## src/verilog/wocfg_pkg.sv

```systemverilog
// package: register map, field positions and timing constants of the option register bank
package wocfg_pkg;

  // =========================================================
  // register addresses (cpu byte addresses)
  localparam logic [15:0] STOP_CLOCK_CONFIG_ADDR = 16'h001d;
  localparam logic [15:0] WATCHDOG_VOLTAGE_CONFIG_ADDR = 16'h001f;
  localparam logic [15:0] CLOCK_OPTION_BYTE_ADDR = 16'hffcf;

  // =========================================================
  // reset and erased values
  localparam logic [7:0] CONFIG_RESET = 8'h00;
  localparam logic [7:0] OPTION_ERASED = 8'hff;
  localparam logic [7:0] OPTION_RESERVED_MASK = 8'h3f;
  localparam logic [7:0] STOP_CLOCK_WRITABLE = 8'hf9;

  // =========================================================
  // watchdog_voltage_config field positions
  localparam int WD_PERIOD_SELECT_BIT = 7;
  localparam int STOP_MODE_MONITOR_BIT = 6;
  localparam int MONITOR_RESET_DISABLE_BIT = 5;
  localparam int MAIN_SUPPLY_DISABLE_BIT = 4;
  localparam int REGULATOR_DISABLE_BIT = 3;
  localparam int SHORT_RECOVERY_BIT = 2;
  localparam int STOP_ENABLE_BIT = 1;
  localparam int WD_DISABLE_BIT = 0;

  // =========================================================
  // stop_clock_config and clock-option byte field positions
  localparam int INT_OSC_STOP_DISABLE_BIT = 7;
  localparam int RC_OSC_STOP_ENABLE_BIT = 6;
  localparam int CRYSTAL_OSC_STOP_ENABLE_BIT = 5;
  localparam int TIMEBASE_SEL_HI_BIT = 4;
  localparam int TIMEBASE_SEL_LO_BIT = 3;
  localparam int SERIAL_BAUD_SRC_BIT = 0;
  localparam int MAIN_SEL_HI_BIT = 7;
  localparam int MAIN_SEL_LO_BIT = 6;

  // =========================================================
  // timing in internal-oscillator cycles
  localparam logic [17:0] WD_SHORT_TIMEOUT = 18'h01ff0; // 2^13 - 2^4
  localparam logic [17:0] WD_LONG_TIMEOUT = 18'h3fff0; // 2^18 - 2^4
  localparam logic [12:0] STOP_SHORT_RECOVERY = 13'h0020; // 32
  localparam logic [12:0] STOP_LONG_RECOVERY = 13'h1000; // 4096

  // =========================================================
  // clock source selections
  typedef enum logic [2:0] {
    WOCFG_SRC_INTERNAL = 3'b001,
    WOCFG_SRC_RC = 3'b010,
    WOCFG_SRC_CRYSTAL = 3'b100
  } wocfg_source_type;

  // decoded option signals travelling to the rest of the chip
  typedef struct packed {
    logic [17:0] watchdog_timeout;
    logic watchdog_enable;
    logic main_monitor_enable;
    logic regulator_monitor_enable;
    logic monitor_reset_enable;
    logic monitor_stop_run;
    logic stop_instruction_enable;
    logic [12:0] stop_recovery;
  } wocfg_options_type;

  typedef struct packed {
    logic int_osc_stop_disable;
    logic rc_osc_stop_enable;
    logic crystal_osc_stop_enable;
    logic [2:0] timebase_source;
    logic timebase_valid;
    logic [2:0] main_source;
    logic main_valid;
    logic serial_from_bus_clock;
  } wocfg_clocks_type;

endpackage

```

## src/verilog/wocfg_once_reg.sv

```systemverilog
// one write-once configuration register with its own lock
`timescale 1ns/1ps
module wocfg_once_reg (
  input wire logic clk,
  input wire logic rst_n,
  input wire logic write_en,
  input wire logic [7:0] write_data,
  input wire logic [7:0] writable_mask,
  output logic [7:0] value,
  output logic locked
);

  // =========================================================
  // contents: only the first write after reset is taken
  always_ff @(posedge clk) begin
    if (!rst_n) begin
      value <= wocfg_pkg::CONFIG_RESET;
    end else if (write_en && !locked) begin
      value <= write_data & writable_mask;
    end
  end

  // lock is private to this register, so the other one stays armed
  always_ff @(posedge clk) begin
    if (!rst_n) begin
      locked <= 1'b0;
    end else if (write_en) begin
      locked <= 1'b1;
    end
  end

endmodule

```

## src/verilog/wocfg_decode.sv

```systemverilog
// decodes the clock-option byte and the stop/clock register into source selections
`timescale 1ns/1ps
module wocfg_decode (
  input wire logic [7:0] stop_clock,
  input wire logic [7:0] option_byte,
  output wocfg_pkg::wocfg_clocks_type clocks
);

  // two-bit code to one-hot source; code 00 for main and 11 for timebase are unused
  function automatic logic [2:0] main_code(input logic [1:0] code);
    if (code == 2'b01) begin
      main_code = wocfg_pkg::WOCFG_SRC_INTERNAL;
    end else if (code == 2'b10) begin
      main_code = wocfg_pkg::WOCFG_SRC_RC;
    end else if (code == 2'b11) begin
      main_code = wocfg_pkg::WOCFG_SRC_CRYSTAL;
    end else begin
      main_code = 3'h0;
    end
  endfunction

  logic [1:0] main_bits;
  logic [1:0] tb_bits;

  // =========================================================
  // field extraction and routing
  always_comb begin
    main_bits = {option_byte[wocfg_pkg::MAIN_SEL_HI_BIT],
                 option_byte[wocfg_pkg::MAIN_SEL_LO_BIT]};
    tb_bits = {stop_clock[wocfg_pkg::TIMEBASE_SEL_HI_BIT],
               stop_clock[wocfg_pkg::TIMEBASE_SEL_LO_BIT]};
    clocks.main_source = main_code(main_bits);
    clocks.main_valid = (main_bits != 2'b00);
    clocks.timebase_source = main_code(tb_bits + 2'b01);
    clocks.timebase_valid = (tb_bits != 2'b11);
    clocks.serial_from_bus_clock = stop_clock[wocfg_pkg::SERIAL_BAUD_SRC_BIT];
    clocks.int_osc_stop_disable = stop_clock[wocfg_pkg::INT_OSC_STOP_DISABLE_BIT];
    clocks.rc_osc_stop_enable = stop_clock[wocfg_pkg::RC_OSC_STOP_ENABLE_BIT];
    clocks.crystal_osc_stop_enable = stop_clock[wocfg_pkg::CRYSTAL_OSC_STOP_ENABLE_BIT];
  end

endmodule

```

## src/verilog/wocfg_top.sv

```systemverilog
// option register bank: two write-once configuration registers and the clock-option byte
//
// Notes on behaviour
// - each configuration register takes only its first write after reset
// - reset clears both registers to zero and re-arms their write
// - both registers read back their contents at any time
// - stop/clock register at 001D, watchdog/voltage register at 001F
// - period select: set gives 2^13-2^4 cycles, clear gives 2^18-2^4
// - watchdog disable bit set turns the watchdog off
// - stop-mode monitor bit keeps voltage monitor alive if a detector is on
// - monitor reset disable bit blocks voltage monitor resets
// - main-supply disable bit turns off the main supply detector
// - regulator disable bit turns off the regulated supply detector
// - short recovery: 32 cycles when set, 4096 when clear
// - stop exit by reset pin always uses the long recovery
// - stop instruction is illegal unless the stop enable bit is set
// - clock-option byte lives in flash at FFCF, erased ones, low six reserved
// - option byte selects main clock: 01 internal, 10 RC, 11 crystal
// - timebase clock: 00 internal, 01 RC, 10 crystal, 11 unused
// - serial baud clock from bus clock when set, oscillator otherwise
// - oscillator stop bits halt internal or keep RC and crystal running
//
// Local design decision: the address-and-strobe port.
`timescale 1ns/1ps
module wocfg_top (
  input wire logic REF_CLK,
  input wire logic RST_N,
  input wire logic [15:0] ADDR,
  input wire logic [7:0] WDATA,
  input wire logic WR,
  input wire logic RD,
  output logic [7:0] RDATA,
  input wire logic [7:0] FLASH_OPTION_BYTE,
  input wire logic STOP_EXIT_BY_RESET_PIN,
  output wocfg_pkg::wocfg_options_type OPTIONS,
  output wocfg_pkg::wocfg_clocks_type CLOCKS,
  output logic STOP_CLOCK_LOCKED,
  output logic WATCHDOG_VOLTAGE_LOCKED
);

  logic [7:0] stop_clock;
  logic [7:0] wd_volt;
  logic [7:0] option_byte;
  logic sel_stop_clock;
  logic sel_wd_volt;
  logic sel_option;
  logic [7:0] next_rdata;

  // =========================================================
  // address decode
  always_comb begin
    sel_stop_clock = 1'b0;
    sel_wd_volt = 1'b0;
    sel_option = 1'b0;
    if (ADDR == wocfg_pkg::STOP_CLOCK_CONFIG_ADDR) begin
      sel_stop_clock = 1'b1;
    end else if (ADDR == wocfg_pkg::WATCHDOG_VOLTAGE_CONFIG_ADDR) begin
      sel_wd_volt = 1'b1;
    end else if (ADDR == wocfg_pkg::CLOCK_OPTION_BYTE_ADDR) begin
      sel_option = 1'b1;
    end
  end

  // =========================================================
  // write-once registers, unwritable bits of stop/clock read as zero
  wocfg_once_reg u_stop_clock (
    .clk(REF_CLK),
    .rst_n(RST_N),
    .write_en(WR && sel_stop_clock),
    .write_data(WDATA),
    .writable_mask(wocfg_pkg::STOP_CLOCK_WRITABLE),
    .value(stop_clock),
    .locked(STOP_CLOCK_LOCKED)
  );

  wocfg_once_reg u_wd_volt (
    .clk(REF_CLK),
    .rst_n(RST_N),
    .write_en(WR && sel_wd_volt),
    .write_data(WDATA),
    .writable_mask(wocfg_pkg::OPTION_ERASED),
    .value(wd_volt),
    .locked(WATCHDOG_VOLTAGE_LOCKED)
  );

  // flash byte is not writable over this port; reserved bits forced to erased ones
  always_comb begin
    option_byte = FLASH_OPTION_BYTE | wocfg_pkg::OPTION_RESERVED_MASK;
  end

  // =========================================================
  // read data one cycle after the strobe; unmapped reads give zero
  always_comb begin
    next_rdata = 8'h00;
    if (sel_stop_clock) begin
      next_rdata = stop_clock;
    end else if (sel_wd_volt) begin
      next_rdata = wd_volt;
    end else if (sel_option) begin
      next_rdata = option_byte;
    end
  end

  always_ff @(posedge REF_CLK) begin
    if (!RST_N) begin
      RDATA <= 8'h00;
    end else if (RD) begin
      RDATA <= next_rdata;
    end else begin
      RDATA <= 8'h00;
    end
  end

  // =========================================================
  // watchdog and voltage monitor controls, registered for clean outputs
  always_ff @(posedge REF_CLK) begin
    if (!RST_N) begin
      OPTIONS <= '0;
    end else begin
      OPTIONS.watchdog_timeout <= wd_volt[wocfg_pkg::WD_PERIOD_SELECT_BIT] ?
        wocfg_pkg::WD_SHORT_TIMEOUT : wocfg_pkg::WD_LONG_TIMEOUT;
      OPTIONS.watchdog_enable <= !wd_volt[wocfg_pkg::WD_DISABLE_BIT];
      OPTIONS.main_monitor_enable <= !wd_volt[wocfg_pkg::MAIN_SUPPLY_DISABLE_BIT];
      OPTIONS.regulator_monitor_enable <= !wd_volt[wocfg_pkg::REGULATOR_DISABLE_BIT];
      OPTIONS.monitor_reset_enable <= !wd_volt[wocfg_pkg::MONITOR_RESET_DISABLE_BIT];
      // stop-mode monitoring needs at least one detector left on
      OPTIONS.monitor_stop_run <= wd_volt[wocfg_pkg::STOP_MODE_MONITOR_BIT] &&
        !(wd_volt[wocfg_pkg::MAIN_SUPPLY_DISABLE_BIT] &&
          wd_volt[wocfg_pkg::REGULATOR_DISABLE_BIT]);
      OPTIONS.stop_instruction_enable <= wd_volt[wocfg_pkg::STOP_ENABLE_BIT];
      // reset pin exit forces long recovery so the supply monitor is back first
      OPTIONS.stop_recovery <= (wd_volt[wocfg_pkg::SHORT_RECOVERY_BIT] &&
        !STOP_EXIT_BY_RESET_PIN) ?
        wocfg_pkg::STOP_SHORT_RECOVERY : wocfg_pkg::STOP_LONG_RECOVERY;
    end
  end

  // =========================================================
  // clock routing decode
  wocfg_pkg::wocfg_clocks_type next_clocks;

  wocfg_decode u_decode (
    .stop_clock(stop_clock),
    .option_byte(option_byte),
    .clocks(next_clocks)
  );

  always_ff @(posedge REF_CLK) begin
    if (!RST_N) begin
      CLOCKS <= '0;
    end else begin
      CLOCKS <= next_clocks;
    end
  end

endmodule

```

## config.mk

```make
export PLATFORM = sky130hd
export DESIGN_NAME = wocfg_top
export DESIGN_NICKNAME = d
export VERILOG_FILES = /design/src/verilog/wocfg_pkg.sv /design/src/verilog/wocfg_once_reg.sv /design/src/verilog/wocfg_decode.sv /design/src/verilog/wocfg_top.sv
export SDC_FILE = /design/constraint.sdc
export NUM_CORES = 1
export LEC_CHECK = 0
export BUFFER_PORTS_ARGS = -buffer_cell sky130_fd_sc_hd__buf_2
export CAP_MARGIN = 0
export CORE_ASPECT_RATIO = 0.9
export CORE_MARGIN = 10
export CORE_UTILIZATION = 38
export CTS_BUF_LIST = sky130_fd_sc_hd__clkbuf_8 sky130_fd_sc_hd__clkbuf_16
export CTS_CLUSTER_DIAMETER = 40
export DETAILED_ROUTE_END_ITERATION = 16
export GPL_TIMING_DRIVEN = 0
export PLACE_DENSITY = 0.69
export SLEW_MARGIN = 20
export SYNTH_ARGS = -nofsm -noshare
export SYNTH_HDL_FRONTEND = slang
export SYNTH_SLANG_ARGS = --single-unit
```

## constraint.sdc

```tcl
create_clock -name REF_CLK -period 2.8 [get_ports REF_CLK]
set_input_delay 0.28 -clock REF_CLK [delete_from_list [all_inputs] [get_ports REF_CLK]]
set_output_delay 0.28 -clock REF_CLK [all_outputs]
set_load 0.03 [all_outputs]
```

---- Word-level counts from Yosys, hierarchy flattened ----
Index checks and enable logic that the tools add are counted.
storage, ports and cells
  flip-flop bits (word level) ............. 73
  word-level logic and storage cells ...... 78
operators by class
  muxes and demuxes ....................... 17
  add/subtract/negate cells ............... 1
  bitwise gates (word level) .............. 2
  reductions and logical operators ........ 22
  eq/ne operators ......................... 10
operator list
  cell                                             number
  == test 16 x 5 -> 1 bit (second input constant)  2
  2-to-1 mux 8 bit                                 3
  2-to-1 mux 18 bit                                1
  == test 16 bit (second input constant)           1
  2-to-1 mux 13 bit                                1
  == test 2 bit (second input constant)            4
  zero test 1 bit                                  8
  2-to-1 mux 1 bit                                 8
  logical AND 1 bit                                7
  2-to-1 mux 3 bit                                 2
  OR reduction 2 bit                               3
  OR reduction 3 bit                               2
  == test 2 x 1 -> 1 bit (second input constant)   2
  2-to-1 mux 2 bit                                 2
  adder 2 x 1 -> 2 bit (second input constant)     1
  != test 2 bit (second input constant)            1
  NOT 1 bit                                        2
  AND reduction 2 bit                              1
  nonzero test 2 bit                               1

---- Depth between registers and ports, before layout ----
Gate-level depths: netlist (run 1).
  word-level depth ........................ 7
  gate-level depth with buffers ........... 5
  mapped depth without buffers ............ 4

---- Cells and area by module ----
Synthesis (run 1) repeated with hierarchy kept, for this count alone.
unflattened totals
  cell total of the unflattened synthesis .. 212
  area, all modules ....................... 2185.8 um2
modules (own cells, without submodules)
  module          area an instance (um2)  sequential area each (um2)  instances  cells an instance
  wocfg_top       1255.0                  600.6                       1          124
  wocfg_once_reg  426.7                   180.2                       2          38
  wocfg_decode    77.6                    0.0                         1          12

---- Worst setup path before layout (run 1) ----
No wires, ideal clock.
  path type ............................... input to register
  start ................................... input port ADDR[3]
  end ..................................... register RDATA[0]
  setup slack ............................. 1.369 ns
  stages .................................. 5
  data required time ...................... 2.678 ns
  setup time .............................. 0.122 ns
  data arrival time ....................... 1.309 ns
  path through ............................ and4_1 > and4_2 > and3_1 > buf_2 > a221o_1
between the ends
  longest elaborated chain between the ends .. 7
  elaborated cells between the ends (all ways) .. 12
ends and longest elaborated chain
  item                  line              text
  from (decl)           wocfg_top.sv:28   input wire logic [15:0] ADDR,
  == test 16 bit        wocfg_top.sv:59   end else if (ADDR == wocfg_pkg::CLOCK_OPTION_BYTE_ADDR) begin
  2-to-1 mux 1 bit      wocfg_top.sv:59
  2-to-1 mux 1 bit      wocfg_top.sv:57   end else if (ADDR == wocfg_pkg::WATCHDOG_VOLTAGE_CONFIG_ADDR) begin
  2-to-1 mux 1 bit      wocfg_top.sv:55   if (ADDR == wocfg_pkg::STOP_CLOCK_CONFIG_ADDR) begin
  2-to-1 mux 8 bit      wocfg_top.sv:99   end else if (sel_option) begin
  2-to-1 mux 8 bit      wocfg_top.sv:97   end else if (sel_wd_volt) begin
  2-to-1 mux 8 bit (*)  wocfg_top.sv:95   if (sel_stop_clock) begin
  to (signal assigned)  wocfg_top.sv:108  RDATA <= next_rdata;
  to (decl)             wocfg_top.sv:32   output logic [7:0] RDATA,
Every way passes the cells marked *; elsewhere a longest branch is shown, timed or not.
A chain may end at the register's enable or synchronous reset.

---- Final worst setup path (run 1) ----
  start ................................... input port ADDR[14]
  end ..................................... register u_wd_volt.value[4]
between the ends
  longest elaborated chain between the ends .. 5
  elaborated cells between the ends (all ways) .. 6
ends and longest elaborated chain
  item                     line                  text
  == test 16 x 5 -> 1 bit  wocfg_top.sv:57
  2-to-1 mux 1 bit         wocfg_top.sv:57
  2-to-1 mux 1 bit (*)     wocfg_top.sv:55
  logical AND 1 bit (*)    wocfg_top.sv:79       .write_en(WR && sel_wd_volt),
  logical AND 1 bit (*)    wocfg_once_reg.sv:18  end else if (write_en && !locked) begin
  to (signal assigned)     wocfg_once_reg.sv:17  value <= wocfg_pkg::CONFIG_RESET;
  to (signal assigned)     wocfg_once_reg.sv:19  value <= write_data & writable_mask;
  to (decl)                wocfg_once_reg.sv:9   output logic [7:0] value,
Marked as above.

==> results.txt, run 1 <==
----------------------------------------------------
[Status]
  Outcome ... completed

[Die]
  Core outline area ... 4770 µm²
  Chip Height ... 86.2 µm
  Total die area ... 8060 µm²
  Starting Density ... 38.7%
  Die width ... 93.5 µm
  Number of top-level pins ... 96
  Cell Rows ... 24

[Synthesis]
  Biggest area contributors in the synthesized netlist ... sky130_fd_sc_hd__dfxtp_1 50%, sky130_fd_sc_hd__buf_4 11%, sky130_fd_sc_hd__mux2i_1 7.6%
  Complex-gate fraction of the synthesized area ... 6.09%
  Dominant combinational cell family by area after synthesis ... simple AND/OR/NAND/NOR gates
  Synthesized flop and latch total ... 46
  Synth Area per Inst ... 10.4 µm²
  Adder and majority gate portion of the synthesized area ... 0%
  Area share of and/or/nand/nor cells after synthesis ... 22.5%
  Most frequently used cell type in the post-synthesis netlist ... sky130_fd_sc_hd__dfxtp_1
  Count of cell types in the netlist ... 28
  Count of yosys warnings during synthesis ... 0
  Post-synth ARST share ... 0%
  Area of the mapped netlist ... 1850 µm²
  Prevailing post-synth register cell ... sky130_fd_sc_hd__dfxtp_1
  Area share of the largest cell type after synthesis ... 49.8%
  Largest area contributor in the netlist ... sky130_fd_sc_hd__dfxtp_1
  Xor-xnor portion of the synthesized cell area ... 0%
  Most used standard cells in the synthesized netlist ... 46 x sky130_fd_sc_hd__dfxtp_1, 27 x sky130_fd_sc_hd__buf_4, 24 x sky130_fd_sc_hd__nand2_1
  EDFF count, synth ... 0
  Mux cell area share after synthesis ... 7.58%
  Synthesized instance count ... 177
  Proportion of synthesized chip area in sequential cells ... 49.8%

[Layout]
  Signed area change from the synthesized netlist to the final layout ... 32.2%
  Layout Cells excl Fill ... 338
  Antenna diodes ... 0
  Fill cell instance count of the final layout ... 450
  Core Util, Final ... 51.2%
  Layout cell share with drive strength beyond 1 ... 42.9%
  Final net count ... 309

[Routing]
  Initial drt markers ... 69
  DRC errors left ... 0
  Detail-routed via count per cell ... 4.32
  Avg WL per Cell ... 13.3 µm
  Final antenna-violating net count ... 0
  Total Routed Length ... 4500 µm
  Total iterations of the first detailed-routing run ... 4
  DR vias ... 1459

[Placed design]
  Global placement routability congestion ... 0.791
  Post-Place Cells ... 330
  Detail Placement HPWL ... 3560 µm
  Setup WS pre-CTS ... 1.05 ns
  Port Buffers ... 74

[Pwr]
  Power per standard cell area ... 510 nW/µm²
  Maximum vdd ir drop ... 0.000165 V
  PnR Total Power ... 1.25 mW
  Pleak ... 1.23 nW

[STA]
  Highest achievable clock rate ... 707 MHz
  Number of setup violations in the final report ... 0
  Crit path time final ... 1.41 ns
  Layout Skew ... 0.00691 ns
  Fin crit share ... 50.5%
  Actual slew at the worst max-slew pin ... 0.555 ns
  Worst max-slew margin expressed relative to the limit ... 62.9%
  RSZ-0062 raised after global routing ... false
  Number of hold violations in the final report ... 0
  Number of pins exceeding their max-slew limit in the final report ... 0
  Total Neg Setup Slack ... 0 ns
  PnR worst setup slack ... 1.39 ns

[Min path]
  Start point of the worst hold path ... RST_N
  Capture endpoint of the worst hold path ... OPTIONS[31]
  Number of instances on the worst hold path ... 1
  Path class of the lowest-slack min-delay path ... input pin to register

[Global route]
  Vias in the first global route ... 1472
  Global route overflow ... 0
  Overall Global Routing Usage ... 11.3%
  Wire length of the first global-routing pass ... 7240 µm
  Antenna violations before repair ... 0
  Pin count of the biggest net entering global routing ... 14

[Critical path]
  CP cell instances ... buf_2 > nor4b_4 > nand4_2 > nor3_4 > mux2i_1
  Kind of start point of the critical path ... input pin
  Crit Reg-Reg Startpoint ... u_wd_volt.locked
  Top fanout value on the critical path ... 8
  Crit path largest cell delay ... 0.46 ns
  Slowest library cell on the worst path ... sky130_fd_sc_hd__nor3_4
  Crit path DAT ... 1.64 ns
  Flop-to-flop setup slack ... 1.64 ns
  Kind of cell adding the most delay to the critical path ... simple AND/OR/NAND/NOR gates
  Capture point of the worst reg-to-reg path ... u_wd_volt.value[4]
  Setup CP Type ... input pin to register
  Critical path data required time ... 3.03 ns
  Element type at the critical path end ... register
  Buffering stage count on the worst path with inverters included ... 1
  Reg2Reg Depth ... 2

[Clock tree]
  Setup fix buffers added after clock tree synthesis ... 0
  Clock root buffer ... sky130_fd_sc_hd__clkbuf_8
  Number of resized instances in the post-cts repair step ... 0
  Buffer levels on the longest clock path ... 2
  Clock slew seen by the registers of the worst setup and hold paths ... 0.08 ns
  Hold Buf Count CTS ... 0
  Latest clock arrival within the worst-skew pair ... 0.30 ns
  Number of H-tree levels ... 2
  Number of buffers inserted during clock tree synthesis ... 5
  Number of clock sinks ... 46
  Clock tree from TritonCTS ... done

[Flow run]
  Max Cap Viol ... 0

----------------------------------------------------
## cells in the final DEF (no fill, tap or decap), drive strengths merged, types with 2 or more instances in the layout
cell	synthesis	routed
and4	5	5
a21oi	3	3
nand2	24	24
conb	1	15
mux2i	14	14
a21boi	2	2
nor4	2	2
and3	3	3
dfxtp	46	46
nor2	5	5
inv	9	10
clkbuf	4	10
o21a	3	3
buf	28	102
nor3	4	4
a221o	6	6
nor2b	7	7
nand4	3	3
and3b	3	3
## worst max-delay path by stage
stage                  start            endpoint  slack, ns  depth (start not counted)
finish              ADDR[14]  u_wd_volt.value[4]       1.39                          5
floorplan            ADDR[3]            RDATA[0]       1.37                          5
global route        ADDR[14]  u_wd_volt.value[4]       1.26                          5
CTS                 ADDR[14]  u_wd_volt.value[6]       1.37                          5
global placement    ADDR[14]  u_wd_volt.value[3]       1.08                          5
detailed placement  ADDR[14]  u_wd_volt.value[1]       1.05                          5
## cells by family (layout without fill, tap and decap cells)
family                 after synthesis  after routing
and+or+nand+nor                     61             61
DFF                                 46             46
muxes                               14             14
other                                1             15
buffers and inverters               41            123
AOI/OAI and AO/OA                   14             14
## area by class of cell
class	count	area [µm²]	share of cell area [%]
Sequential cell	46	921	37.7
Multi-Input combinational cell	104	724	29.6
Timing Repair Buffer	74	370	15.1
Buffer	32	223	9.11
Clock buffer	6	82.6	3.38
Tap cell	65	81.3	3.33
Inverter	9	33.8	1.38
Clock inverter	2	8.76	0.358
## stage by stage
step                hold slack, ns  cell area [µm²]
floorplan                    0.308             1900
global placement             0.441             2350
detailed placement           0.442             2350
CTS                          0.174             2440
global route                 0.184             2440
finish                       0.185             2440
## worst reg2reg max path: stages, from the launching register on
cell and delay (ns):
sky130_fd_sc_hd__dfxtp_1 0.35, sky130_fd_sc_hd__nor3_4 0.51, sky130_fd_sc_hd__mux2i_1 0.23
## registers in the layout (all words and copies together) (netlist names)
signal and flops:
CLOCKS 12, OPTIONS 10, RDATA 8, u_stop_clock.locked 1, u_stop_clock.value 6, u_wd_volt.locked 1, u_wd_volt.value 8
## power by group
part,leakage (nW),switching (mW),internal [mW]
combinational,0.808,0.110,0.0634
clock,0.0524,0.211,0.196
sequential,0.375,0.00404,0.663
## layer usage
metal	up-vias	GRT usage (%)	routed length, µm
li1	750	-	-
met1	647	11.9	1840
met2	57	18.1	2010
met3	5	6.74	561
met4	0	4.55	82
met5	-	0	0
No activity file was read; power rests on OpenSTA's default activity.
==> inputs of run 2 (changes only) <==
clock period = 1.4 ns   (was 2.8 ns; I/O delays follow)
==> results.txt, run 2 (synthesis results as in run 1) <==
----------------------------------------------------
[Clock tree]
  Buffer levels on the longest clock path ... 2 (unchanged)
  Hold Buf Count CTS ... 0 (unchanged)
  Number of buffers inserted during clock tree synthesis ... 5 (unchanged)
  Clock tree from TritonCTS ... done (unchanged)
  Number of clock sinks ... 46 (unchanged)
  Number of H-tree levels ... 2 (unchanged)
  Number of resized instances in the post-cts repair step ... 0 (unchanged)
  Clock slew seen by the registers of the worst setup and hold paths ... 0.08 ns (about the same)
  Clock root buffer ... sky130_fd_sc_hd__clkbuf_8 (unchanged)
  Latest clock arrival within the worst-skew pair ... 0.29 ns (was 0.30 ns)
  Setup fix buffers added after clock tree synthesis ... 0 (unchanged)

[Die]
  Core outline area ... 4770 µm² (unchanged)
  Chip Height ... 86.2 µm (unchanged)
  Die width ... 93.5 µm (unchanged)
  Number of top-level pins ... 96 (unchanged)
  Total die area ... 8060 µm² (unchanged)
  Cell Rows ... 24 (unchanged)
  Starting Density ... 38.7% (unchanged)

[Critical path]
  Critical path data required time ... 1.63 ns (was 3.03 ns)
  Element type at the critical path end ... register (unchanged)
  Crit path DAT ... 1.49 ns (was 1.64 ns)
  Capture point of the worst reg-to-reg path ... u_stop_clock.value[0] (was u_wd_volt.value[4])
  Reg2Reg Depth ... 2 (unchanged)
  Top fanout value on the critical path ... 6 (was 8)
  Setup CP Type ... input pin to register (unchanged)
  Crit Reg-Reg Startpoint ... u_stop_clock.locked (was u_wd_volt.locked)
  Flop-to-flop setup slack ... 0.31 ns (was 1.64 ns)
  Kind of start point of the critical path ... input pin (unchanged)

[STA]
  Total Neg Setup Slack ... 0 ns (unchanged)
  Number of pins exceeding their max-slew limit in the final report ... 0 (unchanged)
  Final hold slack ... 0.0470 ns (was 0.185 ns)
  Crit path time final ... 1.26 ns
  PnR worst setup slack ... 0.142 ns (was 1.39 ns)
  Number of hold violations in the final report ... 0 (unchanged)
  Layout Skew ... 0.00681 ns (was 0.00691 ns)
  Number of setup violations in the final report ... 0 (unchanged)
  Highest achievable clock rate ... 795 MHz
  Fin crit share ... 89.9%
  RSZ-0062 raised after global routing ... false (unchanged)

[Global route]
  Vias in the first global route ... 1472 (unchanged)
  Antenna violations before repair ... 0 (unchanged)
  Pin count of the biggest net entering global routing ... 14 (unchanged)
  Overall Global Routing Usage ... 11.3% (unchanged)
  Wire length of the first global-routing pass ... 7240 µm (unchanged)
  Global route overflow ... 0 (unchanged)

[Layout]
  Register with the most flip-flops ... CLOCKS (unchanged)
  Highest-count cells in the layout ignoring fill and taps ... 75 x sky130_fd_sc_hd__buf_2, 46 x sky130_fd_sc_hd__dfxtp_1, 27 x sky130_fd_sc_hd__buf_4 (unchanged)
  Top flop regs ... CLOCKS: 12 flops, OPTIONS: 10 flops (unchanged)
  Signed area change from the synthesized netlist to the final layout ... 33.3% (was 32.2%)
  Antenna diodes ... 0 (unchanged)
  Number of flip-flops under the largest register name ... 12 (unchanged)
  Most common cell after layout, fill and taps aside ... sky130_fd_sc_hd__buf_2 (unchanged)
  Layout cell share with drive strength beyond 1 ... 43.1% (was 42.9%)
  Final net count ... 310 (was 309)
  Layout Cells excl Fill ... 339 (was 338)

[Placed design]
  Post-Place Cells ... 330 (unchanged)
  Detail Placement HPWL ... 3560 µm (unchanged)
  Port Buffers ... 74 (unchanged)
  Global placement routability congestion ... 0.791 (unchanged)
  Setup WS pre-CTS ... -0.211 ns (was 1.05 ns)

[Routing]
  DRC errors left ... 0 (unchanged)
  Initial drt markers ... 60 (was 69)
  Final antenna-violating net count ... 0 (unchanged)
  Total iterations of the first detailed-routing run ... 4 (unchanged)
  DR vias ... 1453 (was 1459)
  Avg WL per Cell ... 13.3 µm (about the same)
  Detail-routed via count per cell ... 4.29 (was 4.32)
  Total Routed Length ... 4510 µm (was 4500 µm)

[Status]
  Outcome ... completed (unchanged)

[Min path]
  Path class of the lowest-slack min-delay path ... input pin to register (unchanged)
  Capture endpoint of the worst hold path ... OPTIONS[31] (unchanged)
  Start point of the worst hold path ... RST_N (unchanged)
  Number of instances on the worst hold path ... 1 (unchanged)

[Pwr]
  Maximum vdd ir drop ... 0.000328 V (was 0.000165 V)
  Power per standard cell area ... 1010 nW/µm² (was 510 nW/µm²)
  Pleak ... 1.24 nW (was 1.23 nW)
  PnR Total Power ... 2.49 mW (was 1.25 mW)

[Flow run]
  Max Cap Viol ... 0 (unchanged)

----------------------------------------------------
run 2: cell types whose count changed in the layout (fill, tap and decap cells not counted):
cell / change
sky130_fd_sc_hd__buf_12: +1
run 2: how the worst max path moves through the flow:
stage              from                    end  slack (ns)
3_3_place_gp   ADDR[14]     u_wd_volt.value[3]       -0.18
4_1_cts        ADDR[14]     u_wd_volt.value[6]        0.11
3_5_place_dp   ADDR[14]     u_wd_volt.value[1]       -0.21
6_report       ADDR[14]  u_stop_clock.value[0]        0.14
5_1_grt        ADDR[14]  u_stop_clock.value[5]        0.01
2_1_floorplan   ADDR[3]               RDATA[6]        0.11
run 2: cell type report:
cell class,instances,area (µm²)
Fill cell,451,2310
Sequential cell,46,921
Multi-Input combinational cell,104,724
Timing Repair Buffer,75,390
Buffer,32,223
Clock buffer,6,82.6
Tap cell,65,81.3
Inverter,9,33.8
Clock inverter,2,8.76
run 2: worst max-delay path, cell delays in order:
cell and delay, ns:
sky130_fd_sc_hd__buf_2 0.12, sky130_fd_sc_hd__nor4b_4 0.38, sky130_fd_sc_hd__nand4_2 0.21, sky130_fd_sc_hd__nor3_4 0.41
sky130_fd_sc_hd__mux2i_1 0.23
run 2: where the power goes:
group,switching (mW),internal [mW]
Sequential,0.00807,1.33
Combinational,0.221,0.127
Clock,0.421,0.391
Total,0.651,1.84
run 2: per-stage QoR:
step | util [%] | area (µm²)
final | 51.6 | 2460
after global routing | 51.6 | 2460
after CTS | 51.2 | 2440
after detailed placement | 49.3 | 2350
after global placement | 49.3 | 2350
after floorplan | - | 1900
run 2: layer usage:
layer / part of all wire, % / routed length [µm] / track usage, % / up-vias
li1: - / - / - / 749
met1: 41 / 1840 / 11.9 / 643
met2: 45 / 2030 / 18.1 / 57
met3: 12 / 561 / 6.74 / 4
met4: 1.8 / 82 / 4.55 / 0
met5: 0 / 0 / 0 / -
